--- config.mk ---
export PLATFORM = sky130hd
export DESIGN_NAME = cdsc_core
export DESIGN_NICKNAME = d
export VERILOG_FILES = /design/src/hw/cdsc_pkg.sv /design/src/hw/cdsc_align_chk.sv /design/src/hw/cdsc_opclass.sv /design/src/hw/cdsc_core.sv
export VERILOG_INCLUDE_DIRS = /design/src /design/src/hw
export SDC_FILE = /design/constraint.sdc
export NUM_CORES = 2
export LEC_CHECK = 0
export BUFFER_PORTS_ARGS = -buffer_cell sky130_fd_sc_hd__buf_2
export CAP_MARGIN = 0
export CORE_AREA = 2 2 343 515
export CTS_BUF_LIST = sky130_fd_sc_hd__clkbuf_4
export CTS_CLUSTER_DIAMETER = 60
export DETAILED_ROUTE_END_ITERATION = 12
export DIE_AREA = 0 0 345 517
export GPL_TIMING_DRIVEN = 0
export PLACE_DENSITY = 0.54
export SYNTH_ARGS = -nofsm -noshare
export SYNTH_HDL_FRONTEND = slang
export SYNTH_SLANG_ARGS = --single-unit
--- constraint.sdc ---
create_clock -name clk -period 61 [get_ports clk]
set_input_delay 6.1 -clock clk [delete_from_list [all_inputs] [get_ports clk]]
set_output_delay 6.1 -clock clk [all_outputs]
set_load 0.02 [all_outputs]
--- src/hw/cdsc_defines.svh ---
// Constants: offsets, field positions, reset values and opcode patterns
`ifndef CDSC_DEFINES_SVH
`define CDSC_DEFINES_SVH

////////////////////////////////////////////////////////////////////////
// Register map (byte offsets)
`define CDSC_OFF_STATUS_WORD 8'h00
`define CDSC_OFF_EVT_STATUS  8'h04
`define CDSC_OFF_EVT_MASK    8'h08
`define CDSC_OFF_LOOP_START  8'h0C
`define CDSC_OFF_LOOP_END    8'h10
`define CDSC_OFF_GPR_BASE    8'h40

////////////////////////////////////////////////////////////////////////
// Status word layout
`define CDSC_SW_T            0
`define CDSC_SW_RC_LO        16
`define CDSC_SW_RC_HI        27
`define CDSC_SW_WMASK        32'h0FFF0FFF
`define CDSC_SW_RESET        32'h00000000

////////////////////////////////////////////////////////////////////////
// Event bits
`define CDSC_EVT_W           5
`define CDSC_EVT_ADDR_RD     0
`define CDSC_EVT_ADDR_WR     1
`define CDSC_EVT_ILL_GEN     2
`define CDSC_EVT_ILL_SLOT    3
`define CDSC_EVT_ILL_LOOP    4

////////////////////////////////////////////////////////////////////////
// Access sizes
`define CDSC_SZ_BYTE         2'h0
`define CDSC_SZ_WORD         2'h1
`define CDSC_SZ_LONG         2'h2

////////////////////////////////////////////////////////////////////////
// Opcode patterns
`define CDSC_OP_ADD_RR       16'b0011_????_????_1100
`define CDSC_OP_ADD_IMM      16'b0111_????_????_????
`define CDSC_OP_NOP          16'h0009
`define CDSC_OP_BT           16'b1000_1001_????_????
`define CDSC_OP_BF           16'b1000_1011_????_????
`define CDSC_OP_BTS          16'b1000_1101_????_????
`define CDSC_OP_BFS          16'b1000_1111_????_????
`define CDSC_OP_BRA          16'b1010_????_????_????
`define CDSC_OP_BSR          16'b1011_????_????_????
`define CDSC_OP_BRAF         16'b0000_????_0010_0011
`define CDSC_OP_BSRF         16'b0000_????_0000_0011
`define CDSC_OP_JMP          16'b0100_????_0010_1011
`define CDSC_OP_JSR          16'b0100_????_0000_1011
`define CDSC_OP_RTS          16'h000B
`define CDSC_OP_RTE          16'h002B
`define CDSC_OP_TRAP         16'b1100_0011_????_????
`define CDSC_OP_LDC_SW       16'b0100_????_0000_1110
`define CDSC_OP_SETRC        16'b1000_0010_????_????
`define CDSC_OP_LDRS         16'b1000_1100_????_????
`define CDSC_OP_LDRE         16'b1000_1110_????_????

`endif

--- src/hw/cdsc_pkg.sv ---
// Types shared by the decode and check logic
package cdsc_pkg;

  typedef enum logic [1:0] {
    CDSC_ST_RUN  = 2'h0,
    CDSC_ST_SLOT = 2'h1
  } cdsc_state_t;

  typedef enum logic [4:0] {
    CDSC_K_NONE, CDSC_K_NOP, CDSC_K_ADD_RR, CDSC_K_ADD_IMM,
    CDSC_K_BT, CDSC_K_BF, CDSC_K_BTS, CDSC_K_BFS, CDSC_K_BRA,
    CDSC_K_BSR, CDSC_K_BRAF, CDSC_K_BSRF, CDSC_K_JMP, CDSC_K_JSR,
    CDSC_K_RTS, CDSC_K_RTE, CDSC_K_TRAP, CDSC_K_LDC_SW,
    CDSC_K_SETRC, CDSC_K_LDRS, CDSC_K_LDRE
  } cdsc_kind_t;

  typedef enum logic [2:0] {
    CDSC_C_NONE = 3'h0,
    CDSC_C_ADDR = 3'h1,
    CDSC_C_GEN  = 3'h2,
    CDSC_C_SLOT = 3'h3,
    CDSC_C_LOOP = 3'h4
  } cdsc_cause_t;

  typedef struct packed {
    cdsc_state_t        state;
    logic [15:0][31:0]  gpr;
    logic [31:0]        ret_addr;
    logic [31:0]        status_word;
    logic [31:0]        loop_start_addr;
    logic [31:0]        loop_end_addr;
    logic [4:0]         evt;
    logic [4:0]         mask;
    logic [31:0]        target;
    logic               take;
    logic [31:0]        rd_data;
    logic               irq;
    logic               addr_err;
    logic               illegal;
    cdsc_cause_t        cause;
    logic               redirect;
    logic [31:0]        redirect_pc;
    logic               sys_op;
  } cdsc_core_t;

endpackage

--- src/hw/cdsc_align_chk.sv ---
// Alignment check for one data access port
`timescale 1ns/100ps
`include "cdsc_defines.svh"

module cdsc_align_chk (
  // Access
  input  wire logic        valid,
  input  wire logic [1:0]  size,
  input  wire logic [1:0]  addr_lo,
  // Result
  output logic             misaligned
);

  always_comb begin
    misaligned = 1'b0;
    if (valid) begin
      if (size == `CDSC_SZ_WORD)
        misaligned = addr_lo[0];
      else if (size == `CDSC_SZ_LONG)
        misaligned = |addr_lo;
    end
  end

endmodule

--- src/hw/cdsc_opclass.sv ---
// Opcode classifier for the decode slice
`timescale 1ns/100ps
`include "cdsc_defines.svh"

module cdsc_opclass (
  // Opcode
  input  wire logic [15:0]        code,
  // Class
  output cdsc_pkg::cdsc_kind_t    kind,
  output logic                    br_class,
  output logic                    ctl_write
);

  always_comb begin
    casez (code)
      `CDSC_OP_NOP:     kind = cdsc_pkg::CDSC_K_NOP;
      `CDSC_OP_RTS:     kind = cdsc_pkg::CDSC_K_RTS;
      `CDSC_OP_RTE:     kind = cdsc_pkg::CDSC_K_RTE;
      `CDSC_OP_ADD_RR:  kind = cdsc_pkg::CDSC_K_ADD_RR;
      `CDSC_OP_ADD_IMM: kind = cdsc_pkg::CDSC_K_ADD_IMM;
      `CDSC_OP_BT:      kind = cdsc_pkg::CDSC_K_BT;
      `CDSC_OP_BF:      kind = cdsc_pkg::CDSC_K_BF;
      `CDSC_OP_BTS:     kind = cdsc_pkg::CDSC_K_BTS;
      `CDSC_OP_BFS:     kind = cdsc_pkg::CDSC_K_BFS;
      `CDSC_OP_BRA:     kind = cdsc_pkg::CDSC_K_BRA;
      `CDSC_OP_BSR:     kind = cdsc_pkg::CDSC_K_BSR;
      `CDSC_OP_BRAF:    kind = cdsc_pkg::CDSC_K_BRAF;
      `CDSC_OP_BSRF:    kind = cdsc_pkg::CDSC_K_BSRF;
      `CDSC_OP_JMP:     kind = cdsc_pkg::CDSC_K_JMP;
      `CDSC_OP_JSR:     kind = cdsc_pkg::CDSC_K_JSR;
      `CDSC_OP_TRAP:    kind = cdsc_pkg::CDSC_K_TRAP;
      `CDSC_OP_LDC_SW:  kind = cdsc_pkg::CDSC_K_LDC_SW;
      `CDSC_OP_SETRC:   kind = cdsc_pkg::CDSC_K_SETRC;
      `CDSC_OP_LDRS:    kind = cdsc_pkg::CDSC_K_LDRS;
      `CDSC_OP_LDRE:    kind = cdsc_pkg::CDSC_K_LDRE;
      default:          kind = cdsc_pkg::CDSC_K_NONE;
    endcase
  end

  // Every decoded opcode that may not sit in a delay slot
  always_comb begin
    case (kind)
      cdsc_pkg::CDSC_K_BT, cdsc_pkg::CDSC_K_BF, cdsc_pkg::CDSC_K_BTS,
      cdsc_pkg::CDSC_K_BFS, cdsc_pkg::CDSC_K_BRA, cdsc_pkg::CDSC_K_BSR,
      cdsc_pkg::CDSC_K_BRAF, cdsc_pkg::CDSC_K_BSRF, cdsc_pkg::CDSC_K_JMP,
      cdsc_pkg::CDSC_K_JSR, cdsc_pkg::CDSC_K_RTS, cdsc_pkg::CDSC_K_RTE,
      cdsc_pkg::CDSC_K_TRAP: br_class = 1'b1;
      default:               br_class = 1'b0;
    endcase
  end

  always_comb begin
    case (kind)
      cdsc_pkg::CDSC_K_LDC_SW, cdsc_pkg::CDSC_K_SETRC,
      cdsc_pkg::CDSC_K_LDRS, cdsc_pkg::CDSC_K_LDRE: ctl_write = 1'b1;
      default:                                      ctl_write = 1'b0;
    endcase
  end

endmodule

--- src/hw/cdsc_core.sv ---
// Decode, slot and loop checks, add datapath and status registers
//
// Decided for this implementation: the address map and strobed register access.
`timescale 1ns/100ps
`include "cdsc_defines.svh"

module cdsc_core (
  // Clock and reset
  input  wire logic        clk,
  input  wire logic        rst,
  // Instruction issue
  input  wire logic        instr_valid,
  input  wire logic [15:0] instr_code,
  input  wire logic [31:0] instr_addr,
  input  wire logic        other_hit,
  // Data access check
  input  wire logic        rd_valid,
  input  wire logic [1:0]  rd_size,
  input  wire logic [31:0] rd_addr,
  input  wire logic        wr_valid,
  input  wire logic [1:0]  wr_size,
  input  wire logic [31:0] wr_addr,
  // Register port
  input  wire logic [7:0]  reg_addr,
  input  wire logic [31:0] reg_wdata,
  input  wire logic        reg_wr,
  input  wire logic        reg_rd,
  output logic [31:0]      reg_rdata,
  // Exceptions and flow
  output logic             addr_error,
  output logic             illegal_exc,
  output logic [2:0]       exc_cause,
  output logic             redirect_valid,
  output logic [31:0]      redirect_pc,
  output logic             sys_op,
  output logic             irq
);

  ////////////////////////////////////////////////////////////////////
  // Helpers

  cdsc_pkg::cdsc_core_t  cur_reg;
  cdsc_pkg::cdsc_core_t  cur_next;
  cdsc_pkg::cdsc_kind_t  kind;
  logic                  br_class;
  logic                  ctl_write;
  logic                  rd_mis;
  logic                  wr_mis;

  cdsc_opclass u_opclass (
    .code      (instr_code),
    .kind      (kind),
    .br_class  (br_class),
    .ctl_write (ctl_write)
  );

  cdsc_align_chk u_rd_chk (
    .valid      (rd_valid),
    .size       (rd_size),
    .addr_lo    (rd_addr[1:0]),
    .misaligned (rd_mis)
  );

  cdsc_align_chk u_wr_chk (
    .valid      (wr_valid),
    .size       (wr_size),
    .addr_lo    (wr_addr[1:0]),
    .misaligned (wr_mis)
  );

  ////////////////////////////////////////////////////////////////////
  // Decode fields

  logic [3:0]  fld_n;
  logic [3:0]  fld_m;
  logic [31:0] pc_plus4;
  logic [31:0] disp8;
  logic [31:0] disp12;
  logic [31:0] imm8;
  logic [11:0] loop_count;
  logic        in_tail;
  logic        unassigned;
  logic        in_slot;
  logic        slot_bad;
  logic        loop_bad;
  logic        t_flag;

  assign fld_n      = instr_code[11:8];
  assign fld_m      = instr_code[7:4];
  assign pc_plus4   = instr_addr + 32'h00000004;
  assign disp8      = {{23{instr_code[7]}}, instr_code[7:0], 1'b0};
  assign disp12     = {{19{instr_code[11]}}, instr_code[11:0], 1'b0};
  assign imm8       = {{24{instr_code[7]}}, instr_code[7:0]};
  assign t_flag     = cur_reg.status_word[`CDSC_SW_T];
  assign loop_count =
    cur_reg.status_word[`CDSC_SW_RC_HI:`CDSC_SW_RC_LO];

  // Last three halfword positions of an active loop
  assign in_tail = (loop_count != 12'h000) &&
    (instr_addr == cur_reg.loop_end_addr ||
     instr_addr == cur_reg.loop_end_addr - 32'h00000002 ||
     instr_addr == cur_reg.loop_end_addr - 32'h00000004);

  assign unassigned = (kind == cdsc_pkg::CDSC_K_NONE) && !other_hit;
  assign in_slot    = (cur_reg.state == cdsc_pkg::CDSC_ST_SLOT);
  assign slot_bad   = in_slot && (unassigned || br_class);
  assign loop_bad   = in_tail &&
                      (unassigned || br_class || ctl_write);

  ////////////////////////////////////////////////////////////////////
  // Next state

  logic [4:0]  evt_set;
  logic [4:0]  evt_clr;
  logic [3:0]  gpr_idx;

  always_comb begin
    cur_next          = cur_reg;
    evt_set           = 5'h00;
    evt_clr           = 5'h00;
    gpr_idx           = reg_addr[5:2];
    cur_next.addr_err = 1'b0;
    cur_next.illegal  = 1'b0;
    cur_next.redirect = 1'b0;
    cur_next.sys_op   = 1'b0;
    cur_next.rd_data  = 32'h00000000;

    // Data access alignment
    if (rd_mis) begin
      evt_set[`CDSC_EVT_ADDR_RD] = 1'b1;
    end
    if (wr_mis) begin
      evt_set[`CDSC_EVT_ADDR_WR] = 1'b1;
    end
    if (rd_mis || wr_mis) begin
      cur_next.addr_err = 1'b1;
      cur_next.cause    = cdsc_pkg::CDSC_C_ADDR;
    end

    if (instr_valid) begin
      if (slot_bad) begin
        // Slot instruction is dropped and the pending branch abandoned
        cur_next.illegal = 1'b1;
        cur_next.cause   = cdsc_pkg::CDSC_C_SLOT;
        cur_next.state   = cdsc_pkg::CDSC_ST_RUN;
        cur_next.take    = 1'b0;
        evt_set[`CDSC_EVT_ILL_SLOT] = 1'b1;
      end else if (loop_bad) begin
        cur_next.illegal = 1'b1;
        cur_next.cause   = cdsc_pkg::CDSC_C_LOOP;
        // A trapped slot instruction also drops the pending jump
        cur_next.state   = cdsc_pkg::CDSC_ST_RUN;
        cur_next.take    = 1'b0;
        evt_set[`CDSC_EVT_ILL_LOOP] = 1'b1;
      end else if (unassigned) begin
        cur_next.illegal = 1'b1;
        cur_next.cause   = cdsc_pkg::CDSC_C_GEN;
        evt_set[`CDSC_EVT_ILL_GEN] = 1'b1;
      end else begin
        case (kind)
          cdsc_pkg::CDSC_K_ADD_RR: begin
            cur_next.gpr[fld_n] =
              cur_reg.gpr[fld_n] + cur_reg.gpr[fld_m];
          end

          cdsc_pkg::CDSC_K_ADD_IMM: begin
            cur_next.gpr[fld_n] = cur_reg.gpr[fld_n] + imm8;
          end

          cdsc_pkg::CDSC_K_BT, cdsc_pkg::CDSC_K_BF: begin
            if (t_flag == (kind == cdsc_pkg::CDSC_K_BT)) begin
              cur_next.redirect    = 1'b1;
              cur_next.redirect_pc = pc_plus4 + disp8;
            end
          end

          cdsc_pkg::CDSC_K_BTS, cdsc_pkg::CDSC_K_BFS: begin
            cur_next.state  = cdsc_pkg::CDSC_ST_SLOT;
            cur_next.take   = (t_flag == (kind == cdsc_pkg::CDSC_K_BTS));
            cur_next.target = pc_plus4 + disp8;
          end

          cdsc_pkg::CDSC_K_BRA, cdsc_pkg::CDSC_K_BSR: begin
            cur_next.state  = cdsc_pkg::CDSC_ST_SLOT;
            cur_next.take   = 1'b1;
            cur_next.target = pc_plus4 + disp12;
            if (kind == cdsc_pkg::CDSC_K_BSR)
              cur_next.ret_addr = pc_plus4;
          end

          cdsc_pkg::CDSC_K_BRAF, cdsc_pkg::CDSC_K_BSRF: begin
            // Target frozen now so the slot cannot move it
            cur_next.state  = cdsc_pkg::CDSC_ST_SLOT;
            cur_next.take   = 1'b1;
            cur_next.target = pc_plus4 + cur_reg.gpr[fld_n];
            if (kind == cdsc_pkg::CDSC_K_BSRF)
              cur_next.ret_addr = pc_plus4;
          end

          cdsc_pkg::CDSC_K_JMP, cdsc_pkg::CDSC_K_JSR: begin
            cur_next.state  = cdsc_pkg::CDSC_ST_SLOT;
            cur_next.take   = 1'b1;
            cur_next.target = cur_reg.gpr[fld_n];
            if (kind == cdsc_pkg::CDSC_K_JSR)
              cur_next.ret_addr = pc_plus4;
          end

          cdsc_pkg::CDSC_K_RTS: begin
            cur_next.state  = cdsc_pkg::CDSC_ST_SLOT;
            cur_next.take   = 1'b1;
            cur_next.target = cur_reg.ret_addr;
          end

          cdsc_pkg::CDSC_K_RTE: begin
            // Return target is restored outside; slot still checked
            cur_next.state  = cdsc_pkg::CDSC_ST_SLOT;
            cur_next.take   = 1'b0;
            cur_next.sys_op = 1'b1;
          end

          cdsc_pkg::CDSC_K_TRAP: begin
            cur_next.sys_op = 1'b1;
          end

          cdsc_pkg::CDSC_K_LDC_SW: begin
            cur_next.status_word =
              cur_reg.gpr[fld_n] & `CDSC_SW_WMASK;
          end

          cdsc_pkg::CDSC_K_SETRC: begin
            cur_next.status_word[`CDSC_SW_RC_HI:`CDSC_SW_RC_LO] =
              {4'h0, instr_code[7:0]};
          end

          cdsc_pkg::CDSC_K_LDRS: begin
            cur_next.loop_start_addr = pc_plus4 + disp8;
          end

          cdsc_pkg::CDSC_K_LDRE: begin
            cur_next.loop_end_addr = pc_plus4 + disp8;
          end
          default: begin
          end
        endcase

        // Slot done: now hand over to the captured target
        if (in_slot) begin
          cur_next.state       = cdsc_pkg::CDSC_ST_RUN;
          cur_next.redirect    = cur_reg.take;
          cur_next.redirect_pc = cur_reg.target;
          cur_next.take        = 1'b0;
        end
      end
    end

    // Register port writes win over instruction updates, except that event sets beat event clears
    if (reg_wr) begin
      case (reg_addr)
        `CDSC_OFF_STATUS_WORD:
          cur_next.status_word = reg_wdata & `CDSC_SW_WMASK;

        `CDSC_OFF_EVT_STATUS:
          evt_clr = reg_wdata[4:0];

        `CDSC_OFF_EVT_MASK:
          cur_next.mask = reg_wdata[4:0];

        `CDSC_OFF_LOOP_START:
          cur_next.loop_start_addr = reg_wdata;

        `CDSC_OFF_LOOP_END:
          cur_next.loop_end_addr = reg_wdata;
        default: begin
        end
      endcase
    end

    // Set beats clear in the same cycle
    cur_next.evt = (cur_reg.evt & ~evt_clr) | evt_set;
    cur_next.irq = |(cur_next.evt & cur_next.mask);

    if (reg_rd) begin
      case (reg_addr)
        `CDSC_OFF_STATUS_WORD:
          cur_next.rd_data = cur_reg.status_word;

        `CDSC_OFF_EVT_STATUS:
          cur_next.rd_data = {27'h0, cur_reg.evt};

        `CDSC_OFF_EVT_MASK:
          cur_next.rd_data = {27'h0, cur_reg.mask};

        `CDSC_OFF_LOOP_START:
          cur_next.rd_data = cur_reg.loop_start_addr;

        `CDSC_OFF_LOOP_END:
          cur_next.rd_data = cur_reg.loop_end_addr;
        default: begin
          if (reg_addr[7:6] == `CDSC_OFF_GPR_BASE >> 6)
            cur_next.rd_data = cur_reg.gpr[gpr_idx];
        end
      endcase
    end
  end

  ////////////////////////////////////////////////////////////////////
  // State register

  always_ff @(posedge clk or posedge rst) begin
    if (rst) begin
      cur_reg.state           <= cdsc_pkg::CDSC_ST_RUN;
      cur_reg.gpr             <= '0;
      cur_reg.ret_addr        <= 32'h00000000;
      cur_reg.status_word     <= `CDSC_SW_RESET;
      cur_reg.loop_start_addr <= 32'h00000000;
      cur_reg.loop_end_addr   <= 32'h00000000;
      cur_reg.evt             <= 5'h00;
      cur_reg.mask            <= 5'h00;
      cur_reg.target          <= 32'h00000000;
      cur_reg.take            <= 1'b0;
      cur_reg.rd_data         <= 32'h00000000;
      cur_reg.irq             <= 1'b0;
      cur_reg.addr_err        <= 1'b0;
      cur_reg.illegal         <= 1'b0;
      cur_reg.cause           <= cdsc_pkg::CDSC_C_NONE;
      cur_reg.redirect        <= 1'b0;
      cur_reg.redirect_pc     <= 32'h00000000;
      cur_reg.sys_op          <= 1'b0;
    end else begin
      cur_reg <= cur_next;
    end
  end

  ////////////////////////////////////////////////////////////////////
  // Outputs

  assign reg_rdata      = cur_reg.rd_data;
  assign addr_error     = cur_reg.addr_err;
  assign illegal_exc    = cur_reg.illegal;
  assign exc_cause      = cur_reg.cause;
  assign redirect_valid = cur_reg.redirect;
  assign redirect_pc    = cur_reg.redirect_pc;
  assign sys_op         = cur_reg.sys_op;
  assign irq            = cur_reg.irq;

endmodule

==> results.md <==
- Mapped Cells: between 5,000 and 6,000
- Clk sinks: 756
- #FFs+latches synth: 756
- Pre-Repair DR Iteration Count: 11
- Initial drt markers: 4,925
- Sequential cell area fraction in the yosys report: 0.364
- Internal power: around 850 uW
- Tot GR Track Use: 0.289
- Worst-skew pair later-pin latency: 1310 ps
- Vias: ~48,000
- Mapped Avg Cell Area: approximately 10 um2
- Cts bufs inserted: 190
- Reg power frac: 0.421
- GPL Wtd Cong: 1.04
- Dpl hpwl: just under 200,000 um
- Setup violations, final: 0
- Hold depth: 2
- Leak pwr: 23.9 nW
- Worst Setup End Kind: flop
- RSZ-0062 raised after global routing: false
- Final critical-path share of the clock period: 0.252
- Remaining DRCs: 0
- Number of synthesized flops with an enable pin: 0
- Reg-to-reg startpoint: cur_reg[597]$_DFFE_PP0P_
- Setup TNS: 0 ps
- Comb power frac: 0.256
- PortBufs: roughly 170
- Die X: 345 um
- Synth top area cells: dfrtp_1, mux4_2, o21ai_0
- Die H: about 520 um
- Final global-route overflow total: 0
- Synthesized area: ~52,000 um2
- Least-Margin Pin Slew: 1550 ps
- Main synth FF type: dfrtp_1
- Fin nets: 5,696
- Worst vdd ir: between 0.00002 and 0.000025 V
- Clock power frac: 0.323
- Vias in the first global route: ~48,000
- Final Hold Viols: 0
- Critical path's top delay family: buffers and inverters
- Max Cap Viol: 5
- Max incr delay on CP: 1180 ps
- Crit path DAT: between 15,000 and 20,000 ps
- Pin count of the biggest net entering global routing: approximately 120
- Status: finished, violations left
- CP startpoint: instr_code[9]
- Slew HR: -0.0627
- Crit Path Class: in -> reg
- Final Power: between 1 and 1.5 mW
- Power Density: between 20 and 25 nW/um2
- Max Root-Sink Buffers: 3
- Mapped Nets: approximately 5,300
- Io pins: between 200 and 250
- Worst hold start: cur_reg[94]$_DFFE_PP0P_
- Post-synth top area share: 0.364
- Crit path required time: between 60,000 and 70,000 ps
- Row cnt: roughly 190
- Fmax: roughly 0.065 GHz
- Worst R2R Setup Slack: ~54,000 ps
- CP Max Fanout: 10
- Critical path cell sequence: buf_2 -> clkbuf_1 -> buf_2 -> buf_2 -> clkbuf_1 -> clkbuf_1 -> mux4_2 -> mux4_2 -> ha_1 -> a211oi_1 -> o211ai_1 -> a2111oi_1 -> buf_2 -> nor3_1 -> o211ai_1 -> a311oi_1 -> a31oi_1 -> xnor2_1 -> mux2i_1 -> clkbuf_1 -> a21oi_1
- Synth unique cells: 94
- Total wire length: approximately 260,000 um
- Ys async rst share: 1.00
- CORE AREA: roughly 170,000 um2
- Synthesis-to-layout area growth: 12.3%
- Worst reg2reg path depth: 15
- CTS tree: done
- Dominant cell type by area after synthesis: dfrtp_1
- Violated checks: capacitance limit, slew limit
- H-tree levels: 4
- Avg Vias per Cell: 6.14
- Tightest Hold Check Type: reg -> reg
- Critical R2R Capture: cur_reg[656]$_DFFE_PP0P_
- P_sw: roughly 490 uW
- Switching share of total power: 0.366
- Worst Hold Path EP: cur_reg[94]$_DFFE_PP0P_
- Critical-path top delay cell: mux2i_1
- Min Tclk post-route: 15,370 ps
- Wire per inst: approximately 33 um
- CTS Hold Bufs: 0
- CP bufs+invs: 8
- Initial antenna violation count: 20
- Final ANT Viol Nets: 0
- Startpoint types: input port
- Post-CTS Setup Bufs: 0
- Post-layout util: 0.335
- Synth warn: 0
- Starting Density: 0.298
- Die ar.: around 180,000 um2
- Max FFs per register: 684
- Root buf cell: clkbuf_4
- Final setup skew: 94.9 ps
- Post-CTS sizing: 0
- Clk pin slew, worst setup/hold paths: approximately 70 ps
- First-pass GRT wire length: around 360,000 um
- Pins Over Slew Limit: 25
- Layout cells sized above 1: 0.211
routing by layer:
metal,GRT usage,up-vias,share of wire
met5,0,-,0.00048
met2,0.488,3015,0.48
li1,-,19728,-
met3,0.0811,1295,0.086
met1,0.277,23749,0.31
met4,0.299,18,0.13
metrics by stage:
| step | cell area (um2) | hold WS (ps) | cells | setup slack [ps] |
|---|---|---|---|---|
| 6_report | 58300 | 487 | 7790 | 45630 |
| 5_1_grt | 58300 | 501 | 7780 | 45860 |
| 4_1_cts | 58200 | 488 | 7773 | 45910 |
| 3_5_place_dp | 56000 | 472 | 7467 | 44660 |
| 3_3_place_gp | 55600 | 463 | 7449 | 24090 |
| 2_1_floorplan | 51900 | 449 | 5003 | 33680 |
cell type report:
type                       instances  area (um2)
clock buffer                     260        1950
buffer                           447        2050
antenna                           16        40.0
clock inverter                    46         231
sequential                       756       18900
multi-input combinational       3714       30800
fill                           18084      116000
tap                             2280        2850
inverter                          86         330
timing repair buffer             185        1160
cells in the mapped netlist (75+ instances only):
cell type and number:
a21oi_1 315, clkbuf_1 304, dfrtp_1 756, ha_1 148
inv_1 86, mux2i_1 95, mux4_2 485, nand2_1 612
nand3_1 83, nor2_1 339, o21ai_0 499, xnor2_1 135
xor2_1 75
how the worst max path moves through the flow:
stage	slack, ps	depth (start not counted)	to
finish	45630	21	cur_reg[656]$_DFFE_PP0P_
global route	45860	21	cur_reg[528]$_DFFE_PP0P_
CTS	45910	21	cur_reg[656]$_DFFE_PP0P_
detailed placement	44660	21	cur_reg[656]$_DFFE_PP0P_
global placement	24090	2	cur_reg[548]$_DFFE_PP0P_
floorplan	33680	1	addr_error$_DFF_PP0_
power by group through the flow:
stage	clock (mW)	combinational, mW	sequential, mW
after floorplan	0	0.210	0.564
final	0.433	0.344	0.565
after detailed placement	0	0.332	0.573
after CTS	0.436	0.333	0.564
after global placement	0	0.326	0.573
after global routing	0.460	0.361	0.569
tightest hold or removal path, stage by stage, from the launching register on:
cell and delay, ps:
dfrtp_1 350, nand2_1 50, o21ai_0 60
logic make-up after synthesis:
group | synth area share
AND/OR/NAND/NOR | 0.125
adder cells (fa/ha/maj) | 0.0372
multiplexers | 0.237
buffers and inverters | 0.0450
AO/OA/AOI/OAI | 0.156
flip-flops | 0.364
XOR/XNOR | 0.0354
cell usage in the layout, fill, tap and decap left out, types with 51 or more instances in the layout:
cell type / instances
a21o_1: 51
a21oi_1: 315
buf_2: 195
buf_4: 72
clkbuf_1: 290
clkbuf_4: 260
dfrtp_1: 756
ha_1: 148
inv_1: 85
mux2i_1: 95
mux4_2: 485
nand2_1: 612
nand3_1: 83
nor2_1: 338
nor3_1: 55
o21ai_0: 499
o21ai_1: 53
xnor2_1: 133
xor2_1: 75
Note: power is estimated with default switching activity, not from simulation.
